<file path="config.mk">
export PLATFORM = sky130hd
export DESIGN_NAME = ecs_set_context
export DESIGN_NICKNAME = d
export VERILOG_FILES = /design/src/ecs_pkg.sv /design/src/ecs_set_context.sv
export SDC_FILE = /design/constraint.sdc
export NUM_CORES = 2
export LEC_CHECK = 0
export BUFFER_PORTS_ARGS = -buffer_cell sky130_fd_sc_hd__clkbuf_2
export CAP_MARGIN = 10
export CORE_MARGIN = 2
export CORE_UTILIZATION = 40
export CTS_CLUSTER_SIZE = 14
export DETAILED_ROUTE_END_ITERATION = 12
export PLACE_DENSITY = 0.58
export SETUP_SLACK_MARGIN = 0.05
export SLEW_MARGIN = 20
export SYNTH_ARGS = -nofsm -noshare
export SYNTH_HDL_FRONTEND = slang
export SYNTH_SLANG_ARGS = --single-unit
</file>
<file path="constraint.sdc">
create_clock -name pclk -period 9.8 [get_ports pclk]
set_input_delay 1.96 -clock pclk [delete_from_list [all_inputs] [get_ports pclk]]
set_output_delay 1.96 -clock pclk [all_outputs]
set_load 0.01 [all_outputs]
</file>
<file path="src/ecs_pkg.sv">
// constants shared by the set-context leaf engine: register map, field
// positions, leaf code, page geometry and result codes.
// assumes a 32-bit apb register bus and x86-style flag bit positions.
package ecs_pkg;
    // register byte offsets, one aligned word each
    localparam logic [7:0] OFS_CTRL = 8'h00;
    localparam logic [7:0] OFS_LEAF = 8'h04;
    localparam logic [7:0] OFS_RCXL = 8'h08;
    localparam logic [7:0] OFS_RCXH = 8'h0c;
    localparam logic [7:0] OFS_RDXL = 8'h10;
    localparam logic [7:0] OFS_RDXH = 8'h14;
    localparam logic [7:0] OFS_MODE = 8'h18;
    localparam logic [7:0] OFS_LIMIT = 8'h1c;
    localparam logic [7:0] OFS_DSBASE = 8'h20;
    localparam logic [7:0] OFS_CBASE = 8'h24;
    localparam logic [7:0] OFS_RAX = 8'h28;
    localparam logic [7:0] OFS_STAT = 8'h2c;
    localparam logic [7:0] OFS_FLAGS = 8'h30;
    localparam logic [7:0] OFS_FEAT = 8'h34;
    localparam logic [7:0] OFS_MSEL = 8'h38;
    localparam logic [7:0] OFS_MCTL = 8'h3c;
    localparam logic [7:0] OFS_CTXL = 8'h40;
    localparam logic [7:0] OFS_CTXH = 8'h44;

    // mode register bits
    localparam int MB_LONG = 0;
    localparam int MB_PROT = 1;
    localparam int MB_SMM = 2;
    localparam int MB_V86 = 3;
    localparam int MB_DSUNUSE = 4;
    localparam int MB_ENABLE = 5;
    localparam int MODE_W = 6;

    // status register bits
    localparam int SB_BUSY = 0;
    localparam int SB_DONE = 1;
    localparam int SB_FLT = 2;
    localparam int SB_PPF = 4;
    localparam int SB_ONRDX = 5;

    // map control fields
    localparam int MC_VALID = 0;
    localparam int MC_TYPE = 8;
    localparam int MC_CREATE = 16;

    // flag bit positions
    localparam int FB_CF = 0;
    localparam int FB_PF = 2;
    localparam int FB_AF = 4;
    localparam int FB_ZF = 6;
    localparam int FB_SF = 7;
    localparam int FB_OF = 11;
    localparam int FLAGS_W = 12;

    localparam logic [31:0] LEAF_SET_CONTEXT = 32'h0000_0002;
    localparam logic [31:0] FEATURE_WORD = 32'h0000_0020;
    localparam int PAGE_SHIFT = 12;
    localparam logic [11:0] PAGE_MASK = 12'hfff;
    localparam logic [2:0] CTX_MASK = 3'h7;
    localparam logic [31:0] RAX_OK = 32'h0000_0000;
    localparam logic [31:0] PAGE_CONFLICT_CODE = 32'h0000_0001;
    // page type code of a control structure page; value is arbitrary
    localparam logic [7:0] CONTROL_STRUCTURE_TYPE = 8'h01;

    // leaf group of another instruction holding a page
    localparam logic [1:0] GRP_EXCL = 2'h0;
    localparam logic [1:0] GRP_ACCEPT = 2'h1;
    localparam logic [1:0] GRP_ADD = 2'h2;
    localparam logic [1:0] GRP_TRACK = 2'h3;

    typedef enum logic [1:0] {
        FLT_NONE = 2'h0,
        FLT_GP = 2'h1,
        FLT_PF = 2'h2,
        FLT_UD = 2'h3
    } ecs_fault_t;
endpackage

</file>
<file path="src/ecs_set_context.sv">
// set-context leaf engine: apb registers, operand checks, context read
// port and a small page cache map with per-page context fields.
// assumes memory and concurrency inputs come from logic on pclk.
`timescale 1ns/10ps

module ecs_set_context #(
    parameter int NPAGES = 4,
    parameter int IW = (NPAGES > 1) ? $clog2(NPAGES) : 1
) (
    input wire logic pclk,
    input wire logic presetn,
    input wire logic psel,
    input wire logic penable,
    input wire logic pwrite,
    input wire logic [7:0] paddr,
    input wire logic [31:0] pwdata,
    output logic [31:0] prdata,
    output logic pready,
    output logic pslverr,
    output logic mem_req,
    output logic [63:0] mem_addr,
    input wire logic mem_ack,
    input wire logic [63:0] mem_rdata,
    input wire logic mem_fault,
    input wire logic other_busy,
    input wire logic [1:0] other_group,
    input wire logic [IW-1:0] other_page
);
    typedef enum logic [1:0] {S_IDLE, S_CHK, S_RD} ecs_state_t;

    localparam logic [63:0] SPAN = 64'(NPAGES) << ecs_pkg::PAGE_SHIFT;

    logic pready_q, pready_d, pslverr_q, pslverr_d;
    logic [31:0] prdata_q, prdata_d;
    logic [31:0] leaf_q, leaf_d, limit_q, limit_d, dsbase_q, dsbase_d;
    logic [31:0] cbase_q, cbase_d;
    logic [63:0] rcx_q, rcx_d, rdx_q, rdx_d;
    logic [ecs_pkg::MODE_W-1:0] mode_q, mode_d;
    logic [IW-1:0] msel_q, msel_d;
    ecs_state_t st_q, st_d;
    ecs_pkg::ecs_fault_t flt_q, flt_d;
    logic done_q, done_d, ppf_q, ppf_d, onrdx_q, onrdx_d;
    logic [31:0] rax_q, rax_d;
    logic [ecs_pkg::FLAGS_W-1:0] flags_q, flags_d;
    logic [IW-1:0] tidx_q, tidx_d;
    logic mreq_q, mreq_d;
    logic [63:0] maddr_q, maddr_d;
    logic vld_q [NPAGES];
    logic vld_d [NPAGES];
    logic [7:0] typ_q [NPAGES];
    logic [7:0] typ_d [NPAGES];
    logic [63:0] ctx_q [NPAGES];
    logic [63:0] ctx_d [NPAGES];
    logic acc, wr, go, idle, p64;
    logic avail, segbad, rcx_mis, rcx_out, rdx_mis, conflict;
    logic [63:0] rcx_l, rdx_l, cbase64;

    // address helpers; noncanon, over_limit and linear serve both operands, page_index the page operand only
    function automatic logic noncanon(input logic [63:0] a);
        return !((&a[63:47]) || !(|a[63:47]));
    endfunction

    function automatic logic over_limit(input logic [63:0] a, input logic [31:0] lim);
        return a[31:0] > lim;
    endfunction

    function automatic logic [63:0] linear(input logic [63:0] off, input logic long_m,
                                           input logic [31:0] base);
        logic [31:0] sum;
        sum = off[31:0] + base;
        return long_m ? off : {32'h0000_0000, sum};
    endfunction

    function automatic logic [IW-1:0] page_index(input logic [63:0] a, input logic [63:0] b);
        logic [63:0] off;
        off = a - b;
        return off[ecs_pkg::PAGE_SHIFT +: IW];
    endfunction

    function automatic logic mapped(input logic [7:0] a);
        return a <= ecs_pkg::OFS_CTXH && a[1:0] == 2'h0;
    endfunction

    // bus qualifiers; a transfer completes when pready_q is seen in access
    assign acc = psel && penable;
    assign wr = acc && pready_q && pwrite;
    assign idle = st_q == S_IDLE;
    assign go = wr && paddr == ecs_pkg::OFS_CTRL && pwdata[0] && idle;
    assign p64 = mode_q[ecs_pkg::MB_LONG];
    assign cbase64 = {32'h0000_0000, cbase_q};

    // linear operands always from ds, no override path
    assign rcx_l = linear(rcx_q, p64, dsbase_q);
    assign rdx_l = linear(rdx_q, p64, dsbase_q);

    // check terms in priority order
    assign avail = mode_q[ecs_pkg::MB_ENABLE] && mode_q[ecs_pkg::MB_PROT] &&
                   !mode_q[ecs_pkg::MB_SMM] && !mode_q[ecs_pkg::MB_V86] &&
                   leaf_q == ecs_pkg::LEAF_SET_CONTEXT;
    assign segbad = (mode_q[ecs_pkg::MB_PROT] && mode_q[ecs_pkg::MB_DSUNUSE]) ||
                    (!p64 && (over_limit(rcx_q, limit_q) || over_limit(rdx_q, limit_q))) ||
                    (p64 && (noncanon(rcx_l) || noncanon(rdx_l)));
    assign rcx_mis = (rcx_l[11:0] & ecs_pkg::PAGE_MASK) != 12'h000;
    assign rcx_out = rcx_l < cbase64 || (rcx_l - cbase64) >= SPAN;
    assign rdx_mis = (rdx_l[2:0] & ecs_pkg::CTX_MASK) != 3'h0;
    // only an exclusive modifier of the same page conflicts
    assign conflict = other_busy && other_group == ecs_pkg::GRP_EXCL &&
                      other_page == tidx_q;

    // apb slave: one wait state, read data and error in the ready cycle
    always_comb begin
        pready_d = acc && !pready_q;
        pslverr_d = acc && !pready_q && !mapped(paddr);
        prdata_d = 32'h0000_0000;
        leaf_d = leaf_q;
        rcx_d = rcx_q;
        rdx_d = rdx_q;
        mode_d = mode_q;
        limit_d = limit_q;
        dsbase_d = dsbase_q;
        cbase_d = cbase_q;
        msel_d = msel_q;
        if (acc && !pready_q && !pwrite) begin
            case (paddr)
                ecs_pkg::OFS_LEAF: prdata_d = leaf_q;
                ecs_pkg::OFS_RCXL: prdata_d = rcx_q[31:0];
                ecs_pkg::OFS_RCXH: prdata_d = rcx_q[63:32];
                ecs_pkg::OFS_RDXL: prdata_d = rdx_q[31:0];
                ecs_pkg::OFS_RDXH: prdata_d = rdx_q[63:32];
                ecs_pkg::OFS_MODE: prdata_d[ecs_pkg::MODE_W-1:0] = mode_q;
                ecs_pkg::OFS_LIMIT: prdata_d = limit_q;
                ecs_pkg::OFS_DSBASE: prdata_d = dsbase_q;
                ecs_pkg::OFS_CBASE: prdata_d = cbase_q;
                ecs_pkg::OFS_RAX: prdata_d = rax_q;
                ecs_pkg::OFS_STAT: begin
                    prdata_d[ecs_pkg::SB_BUSY] = !idle;
                    prdata_d[ecs_pkg::SB_DONE] = done_q;
                    prdata_d[ecs_pkg::SB_FLT +: 2] = flt_q;
                    prdata_d[ecs_pkg::SB_PPF] = ppf_q;
                    prdata_d[ecs_pkg::SB_ONRDX] = onrdx_q;
                end
                ecs_pkg::OFS_FLAGS: prdata_d[ecs_pkg::FLAGS_W-1:0] = flags_q;
                ecs_pkg::OFS_FEAT: prdata_d = ecs_pkg::FEATURE_WORD;
                ecs_pkg::OFS_MSEL: prdata_d[IW-1:0] = msel_q;
                ecs_pkg::OFS_MCTL: begin
                    prdata_d[ecs_pkg::MC_VALID] = vld_q[msel_q];
                    prdata_d[ecs_pkg::MC_TYPE +: 8] = typ_q[msel_q];
                end
                ecs_pkg::OFS_CTXL: prdata_d = ctx_q[msel_q][31:0];
                ecs_pkg::OFS_CTXH: prdata_d = ctx_q[msel_q][63:32];
                default: prdata_d = 32'h0000_0000;
            endcase
        end
        // operand writes land only while idle so a running check stays coherent
        if (wr && idle) begin
            case (paddr)
                ecs_pkg::OFS_LEAF: leaf_d = pwdata;
                ecs_pkg::OFS_RCXL: rcx_d[31:0] = pwdata;
                ecs_pkg::OFS_RCXH: rcx_d[63:32] = pwdata;
                ecs_pkg::OFS_RDXL: rdx_d[31:0] = pwdata;
                ecs_pkg::OFS_RDXH: rdx_d[63:32] = pwdata;
                ecs_pkg::OFS_MODE: mode_d = pwdata[ecs_pkg::MODE_W-1:0];
                ecs_pkg::OFS_LIMIT: limit_d = pwdata;
                ecs_pkg::OFS_DSBASE: dsbase_d = pwdata;
                ecs_pkg::OFS_CBASE: cbase_d = pwdata;
                ecs_pkg::OFS_MSEL: msel_d = pwdata[IW-1:0];
                default: msel_d = msel_q;
            endcase
        end
    end

    always_ff @(posedge pclk or negedge presetn) begin
        if (!presetn) begin
            pready_q <= 1'b0;
            pslverr_q <= 1'b0;
            prdata_q <= 32'h0000_0000;
            leaf_q <= 32'h0000_0000;
            rcx_q <= 64'h0;
            rdx_q <= 64'h0;
            mode_q <= '0;
            limit_q <= 32'h0000_0000;
            dsbase_q <= 32'h0000_0000;
            cbase_q <= 32'h0000_0000;
            msel_q <= '0;
        end else begin
            pready_q <= pready_d;
            pslverr_q <= pslverr_d;
            prdata_q <= prdata_d;
            leaf_q <= leaf_d;
            rcx_q <= rcx_d;
            rdx_q <= rdx_d;
            mode_q <= mode_d;
            limit_q <= limit_d;
            dsbase_q <= dsbase_d;
            cbase_q <= cbase_d;
            msel_q <= msel_d;
        end
    end

    // engine: checks in one cycle, then waits for the context read
    always_comb begin
        st_d = st_q;
        flt_d = flt_q;
        done_d = done_q;
        ppf_d = ppf_q;
        onrdx_d = onrdx_q;
        rax_d = rax_q;
        flags_d = flags_q;
        tidx_d = tidx_q;
        mreq_d = mreq_q;
        maddr_d = maddr_q;
        vld_d = vld_q;
        typ_d = typ_q;
        ctx_d = ctx_q;
        if (wr && idle && paddr == ecs_pkg::OFS_FLAGS) begin
            flags_d = pwdata[ecs_pkg::FLAGS_W-1:0];
        end
        if (wr && idle && paddr == ecs_pkg::OFS_MCTL) begin
            vld_d[msel_q] = pwdata[ecs_pkg::MC_VALID];
            typ_d[msel_q] = pwdata[ecs_pkg::MC_TYPE +: 8];
            if (pwdata[ecs_pkg::MC_CREATE]) begin
                // default context is the page's own address
                ctx_d[msel_q] = cbase64 + (64'(msel_q) << ecs_pkg::PAGE_SHIFT);
            end
        end
        case (st_q)
            S_IDLE: begin
                if (go) begin
                    st_d = S_CHK;
                    flt_d = ecs_pkg::FLT_NONE;
                    done_d = 1'b0;
                    ppf_d = 1'b0;
                    onrdx_d = 1'b0;
                end
            end
            S_CHK: begin
                // faults only touch status; rax, flags and map stay put
                st_d = S_IDLE;
                done_d = 1'b1;
                if (!avail) begin
                    flt_d = ecs_pkg::FLT_UD;
                end else if (segbad) begin
                    flt_d = ecs_pkg::FLT_GP;
                end else if (rcx_mis) begin
                    flt_d = ecs_pkg::FLT_GP;
                end else if (rcx_out) begin
                    flt_d = ecs_pkg::FLT_PF;
                    ppf_d = 1'b1;
                end else if (rdx_mis) begin
                    flt_d = ecs_pkg::FLT_GP;
                end else begin
                    // target index only moves once the page is known in range
                    tidx_d = page_index(rcx_l, cbase64);
                    st_d = S_RD;
                    done_d = 1'b0;
                    mreq_d = 1'b1;
                    maddr_d = rdx_l;
                end
            end
            S_RD: begin
                if (mem_ack) begin
                    mreq_d = 1'b0;
                    st_d = S_IDLE;
                    done_d = 1'b1;
                    if (mem_fault) begin
                        flt_d = ecs_pkg::FLT_PF;
                        onrdx_d = 1'b1;
                    end else if (conflict) begin
                        rax_d = ecs_pkg::PAGE_CONFLICT_CODE;
                        flags_d[ecs_pkg::FB_ZF] = 1'b1;
                        flags_d[ecs_pkg::FB_CF] = 1'b0;
                        flags_d[ecs_pkg::FB_PF] = 1'b0;
                        flags_d[ecs_pkg::FB_AF] = 1'b0;
                        flags_d[ecs_pkg::FB_OF] = 1'b0;
                        flags_d[ecs_pkg::FB_SF] = 1'b0;
                    end else if (!vld_q[tidx_q]) begin
                        flt_d = ecs_pkg::FLT_PF;
                        ppf_d = 1'b1;
                    end else if (typ_q[tidx_q] != ecs_pkg::CONTROL_STRUCTURE_TYPE) begin
                        flt_d = ecs_pkg::FLT_PF;
                        ppf_d = 1'b1;
                    end else begin
                        ctx_d[tidx_q] = mem_rdata;
                        rax_d = ecs_pkg::RAX_OK;
                        flags_d[ecs_pkg::FB_ZF] = 1'b0;
                        flags_d[ecs_pkg::FB_CF] = 1'b0;
                        flags_d[ecs_pkg::FB_PF] = 1'b0;
                        flags_d[ecs_pkg::FB_AF] = 1'b0;
                        flags_d[ecs_pkg::FB_OF] = 1'b0;
                        flags_d[ecs_pkg::FB_SF] = 1'b0;
                    end
                end
            end
            default: st_d = S_IDLE;
        endcase
    end

    always_ff @(posedge pclk or negedge presetn) begin
        if (!presetn) begin
            st_q <= S_IDLE;
            flt_q <= ecs_pkg::FLT_NONE;
            done_q <= 1'b0;
            ppf_q <= 1'b0;
            onrdx_q <= 1'b0;
            rax_q <= 32'h0000_0000;
            flags_q <= '0;
            tidx_q <= '0;
            mreq_q <= 1'b0;
            maddr_q <= 64'h0;
            for (int i = 0; i < NPAGES; i++) begin
                vld_q[i] <= 1'b0;
                typ_q[i] <= 8'h00;
                ctx_q[i] <= 64'h0;
            end
        end else begin
            st_q <= st_d;
            flt_q <= flt_d;
            done_q <= done_d;
            ppf_q <= ppf_d;
            onrdx_q <= onrdx_d;
            rax_q <= rax_d;
            flags_q <= flags_d;
            tidx_q <= tidx_d;
            mreq_q <= mreq_d;
            maddr_q <= maddr_d;
            vld_q <= vld_d;
            typ_q <= typ_d;
            ctx_q <= ctx_d;
        end
    end

    assign prdata = prdata_q;
    assign pready = pready_q;
    assign pslverr = pslverr_q;
    assign mem_req = mreq_q;
    assign mem_addr = maddr_q;

    // checks on the engine's own outputs
    chk_rcx_align: assert property (@(posedge pclk) disable iff (!presetn)
        st_q == S_CHK && avail && !segbad && rcx_mis |=> flt_q == ecs_pkg::FLT_GP && !ppf_q)
        else $error("misaligned page operand not general protection");
    chk_cache_miss: assert property (@(posedge pclk) disable iff (!presetn)
        st_q == S_CHK && avail && !segbad && !rcx_mis && rcx_out
        |=> flt_q == ecs_pkg::FLT_PF && ppf_q && !onrdx_q)
        else $error("page outside cache not faulted with flag");
    chk_rdx_align: assert property (@(posedge pclk) disable iff (!presetn)
        st_q == S_CHK && avail && !segbad && !rcx_mis && !rcx_out && rdx_mis
        |=> flt_q == ecs_pkg::FLT_GP && !mreq_q)
        else $error("misaligned context operand not general protection");
    chk_read_first: assert property (@(posedge pclk) disable iff (!presetn)
        st_q == S_CHK && st_d == S_RD |=> mreq_q && maddr_q == $past(rdx_l) ##1 !done_q)
        else $error("context read not issued before completion");
    chk_conflict_path: assert property (@(posedge pclk) disable iff (!presetn)
        st_q == S_RD && mem_ack && !mem_fault && conflict
        |=> rax_q == ecs_pkg::PAGE_CONFLICT_CODE && flags_q[ecs_pkg::FB_ZF] &&
            !flags_q[ecs_pkg::FB_CF] && ctx_q[tidx_q] == $past(ctx_q[tidx_q]))
        else $error("conflict completion wrong");
    chk_shared_groups: assert property (@(posedge pclk) disable iff (!presetn)
        st_q == S_RD && mem_ack && !mem_fault && other_group != ecs_pkg::GRP_EXCL
        |=> rax_q != ecs_pkg::PAGE_CONFLICT_CODE || flt_q != ecs_pkg::FLT_NONE ||
            $stable(rax_q))
        else $error("shared group reported as conflict");
    chk_success_write: assert property (@(posedge pclk) disable iff (!presetn)
        st_q == S_RD && mem_ack && !mem_fault && !conflict && vld_q[tidx_q] &&
        typ_q[tidx_q] == ecs_pkg::CONTROL_STRUCTURE_TYPE
        |=> ctx_q[tidx_q] == $past(mem_rdata) && rax_q == ecs_pkg::RAX_OK &&
            !flags_q[ecs_pkg::FB_ZF] && !flags_q[ecs_pkg::FB_SF] && done_q)
        else $error("successful update not reflected");
    chk_fault_keeps: assert property (@(posedge pclk) disable iff (!presetn)
        (st_q == S_CHK || st_q == S_RD) && flt_d != ecs_pkg::FLT_NONE
        |=> $stable(rax_q) && $stable(flags_q) && ctx_q[tidx_q] == $past(ctx_q[tidx_q]))
        else $error("fault altered architectural state");
    chk_mode_gate: assert property (@(posedge pclk) disable iff (!presetn)
        st_q == S_CHK && (mode_q[ecs_pkg::MB_SMM] || mode_q[ecs_pkg::MB_V86])
        |=> flt_q == ecs_pkg::FLT_UD && done_q && !mreq_q)
        else $error("leaf ran in a forbidden mode");
endmodule

</file>
==> flow_summary.yaml <==
die:
  io-pin-count: 215
  start_util_pct: 40.4
  fp.dieH_um: 317
  core_mm2: 0.0969
  row_count: 114
  die_x_um: 317
  dieArea_mm2: 0.100
logic_synthesis:
  yosysUniqueCellTypes: 85
  synthTopCellsByCount: "687 x nand2_1, 677 x dfrtp_1, 357 x o21ai_0, 304 x mux2_2, 237 x a21oi_1"
  synth_area_per_cell_um2: 9.70
  syn_inst: 4035
  ys_top_cells_by_area: "dfrtp_1 43%, mux2_2 8.7%, nand2_1 6.6%"
  synthFlopType: "dfrtp_1"
  synth_area_leader_cell: "dfrtp_1"
  synth_top_area_share_pct: 43.3
  synth-edff-count: 0
  ys_ff_latch: 677
  netlist_area_mm2: 0.0391
  synth_most_common_cell: "nand2_1"
  ys_seq_area_share_pct: 43.3
  syn-num-nets: 4319
  synthArstFlopShare_pct: 100
  synth_warnings: 0
hold_path:
  hp-class: "register to register"
cts:
  cts_sinks: 677
  clock_latency_ps: 680
  tritoncts: "yes"
  htreeDepth: 3
  clk_pin_slew_ps: 70
  holdBufCountCts: 0
  cts_resized: 0
  cts_setup_buffers: 0
  clockBufferDepth: 3
  cts_buffers: 81
  cts-root-buf: "clkbuf_16"
timing:
  fin_crit_sh_pct: 88.5
  tightest_slew_ps: 1120
  setup_violations: 0
  fin_tns_setup_ps: 0
  clock.fmax_mhz: 115
  slew-limit-headroom_pct: 23.1
  min_period_ps: 8670
  maxSlewViolCount: 0
  final.setup_skew_ps: 31.9
  finalHoldViolations: 0
  rsz0062_at_grt: "false"
run_status:
  status: "finished, final reports clean"
setup_path:
  cp_top_family: "simple AND/OR/NAND/NOR gates"
  crit_slowest_cell: "or4_4"
  critPathLaunchType: "register"
  cpPeakStageDelay_ps: 830
  critPathLaunch: "rcx_q[3]"
  path_common_cell: "nand2_1"
  required_ps: 10390
  cp_num_buf_inv: 1
  r2r_setup_slack_ps: 1130
  reg2reg_depth: 27
  r2r_start: "rcx_q[3]"
  path_max_fanout: 48
  end_kind: "register"
  worstSetupEndpoint: "mem_addr[56]"
  critPathKind: "register to register"
  arrival_ps: 9260
  crit_cells: 27
  r2r-end: "mem_addr[56]"
placed_design:
  gp_congestion: 1.02
  hpwl_um: 109000
  port_buffers: 214
global_routing:
  track_usage_pct: 30.1
  grt_start_max_net_pins: 146
  grt_pass1_wl_um: 223000
  antenna_found_initial: 24
  overflow: 0
  grt_pass1_vias: 32200
power:
  ir_drop_mv: 0.120
  leakagePower_nw: 20.7
  p_per_area_mw_per_mm2: 142
  finalPower_mw: 6.28
cells_and_area:
  syn_to_final_growth_pct: 13.0
  drive_gt1_share_pct: 19.9
  fin_nets: 4425
route:
  post-route-drc-count: 0
  first_pass_iters: 10
  detail_route.wl_per_cell_um: 27.6
  num_vias: 33500
  drt_iter0_drc: 3830
  antenna_left: 0
  wl_um: 151000
  via_per_inst: 6.11
flow_run:
  drv_cap: 0
sequential cells by signal, summed over array words and instances, names as in the netlist, 4 cells and up:
signal    flops
dsbase_q     32
leaf_q       32
cbase_q      32
mode_q        6
mem_addr     64
rdx_q        64
typ_q        32
flags_q      12
vld_q         4
rcx_q        64
ctx_q       256
prdata       32
limit_q      32
metrics by stage:
| stage | instance area [µm²] | setup slack, ps | util [%] | hold WS [ps] | cells |
|---|---|---|---|---|---|
| after floorplan | 39100 | 3050 | - | 449 | 4035 |
| after CTS | 44200 | 1260 | 45.7 | 477 | 5480 |
| after global routing | 44200 | 314 | 45.7 | 502 | 5482 |
| final | 44200 | 1130 | 45.7 | 468 | 5484 |
| after global placement | 41500 | 1350 | 42.8 | 460 | 5334 |
| after detailed placement | 41500 | 1300 | 42.8 | 464 | 5334 |
metal layers:
metal	share of wire, %	wire length (µm)	global-route usage, %	vias up
met5	0.11	171	0	-
met4	3.3	5060	9.95	28
met3	9.8	14700	7.53	286
met2	43	64400	43.9	1469
met1	44	66800	43.6	16700
li1	-	-	-	15000
layout make-up:
type	count	area (µm²)
Timing Repair Buffer	279	1620
Inverter	103	387
Clock buffer	118	2390
Fill cell	9336	52600
Tap cell	1276	1600
Sequential cell	677	17000
Multi-Input combinational cell	2999	20900
Antenna cell	4	10.0
Clock inverter	28	350
logic make-up after synthesis:
logic type | count (synthesis) | synth area share [%]
compound gates | 1036 | 16.7
xor+xnor | 80 | 1.79
buf+inv | 359 | 3.55
fa+ha+maj | 168 | 5.45
simple gates | 1275 | 14.6
mux | 440 | 14.6
flops | 677 | 43.3
cells in the final DEF, fill, tap and decap left out, types with 21 or more instances in the layout:
cell type,Yosys,layout
nand2_1,687,683
dfrtp_1,677,674
o21ai_0,357,357
mux2_2,304,304
a21oi_1,237,237
clkbuf_2,0,213
nor2_1,206,194
ha_1,164,164
inv_1,102,102
nand3_1,87,87
clkbuf_16,0,82
mux4_2,74,74
buf_4,0,61
mux2i_1,57,57
xnor2_1,55,55
a222oi_1,51,51
nor3_1,50,49
nand4_1,46,46
a22oi_1,39,39
a31oi_1,38,38
a221oi_1,38,38
nor4_1,35,35
o21a_1,34,34
a21o_1,31,31
a22o_1,30,30
xor2_1,25,25
o21ai_1,23,23
nand2b_1,21,21
report_power, final:
group / switching, mW / internal [mW]
Clock: 1.28 / 1.83
Combinational: 0.256 / 0.105
Sequential: 0.0127 / 2.80
Total: 1.54 / 4.74
tightest hold or removal path, cell delays in order (launching register included):
cell	delay, ps
dfrtp_1	340
nand2_1	50
nand2_1	40
worst min-delay path by stage:
stage	from	to	slack [ps]	cells past startpoint
after floorplan	rax_q[0]	rax_q[0]	450	1
after global placement	mem_addr[62]	mem_addr[62]	460	2
after detailed placement	mem_addr[62]	mem_addr[62]	460	2
after CTS	mem_addr[62]	mem_addr[62]	480	2
after global routing	mem_addr[2]	mem_addr[2]	500	1
final	mem_addr[62]	mem_addr[62]	470	2
No activity file was read; power rests on OpenSTA's default activity.
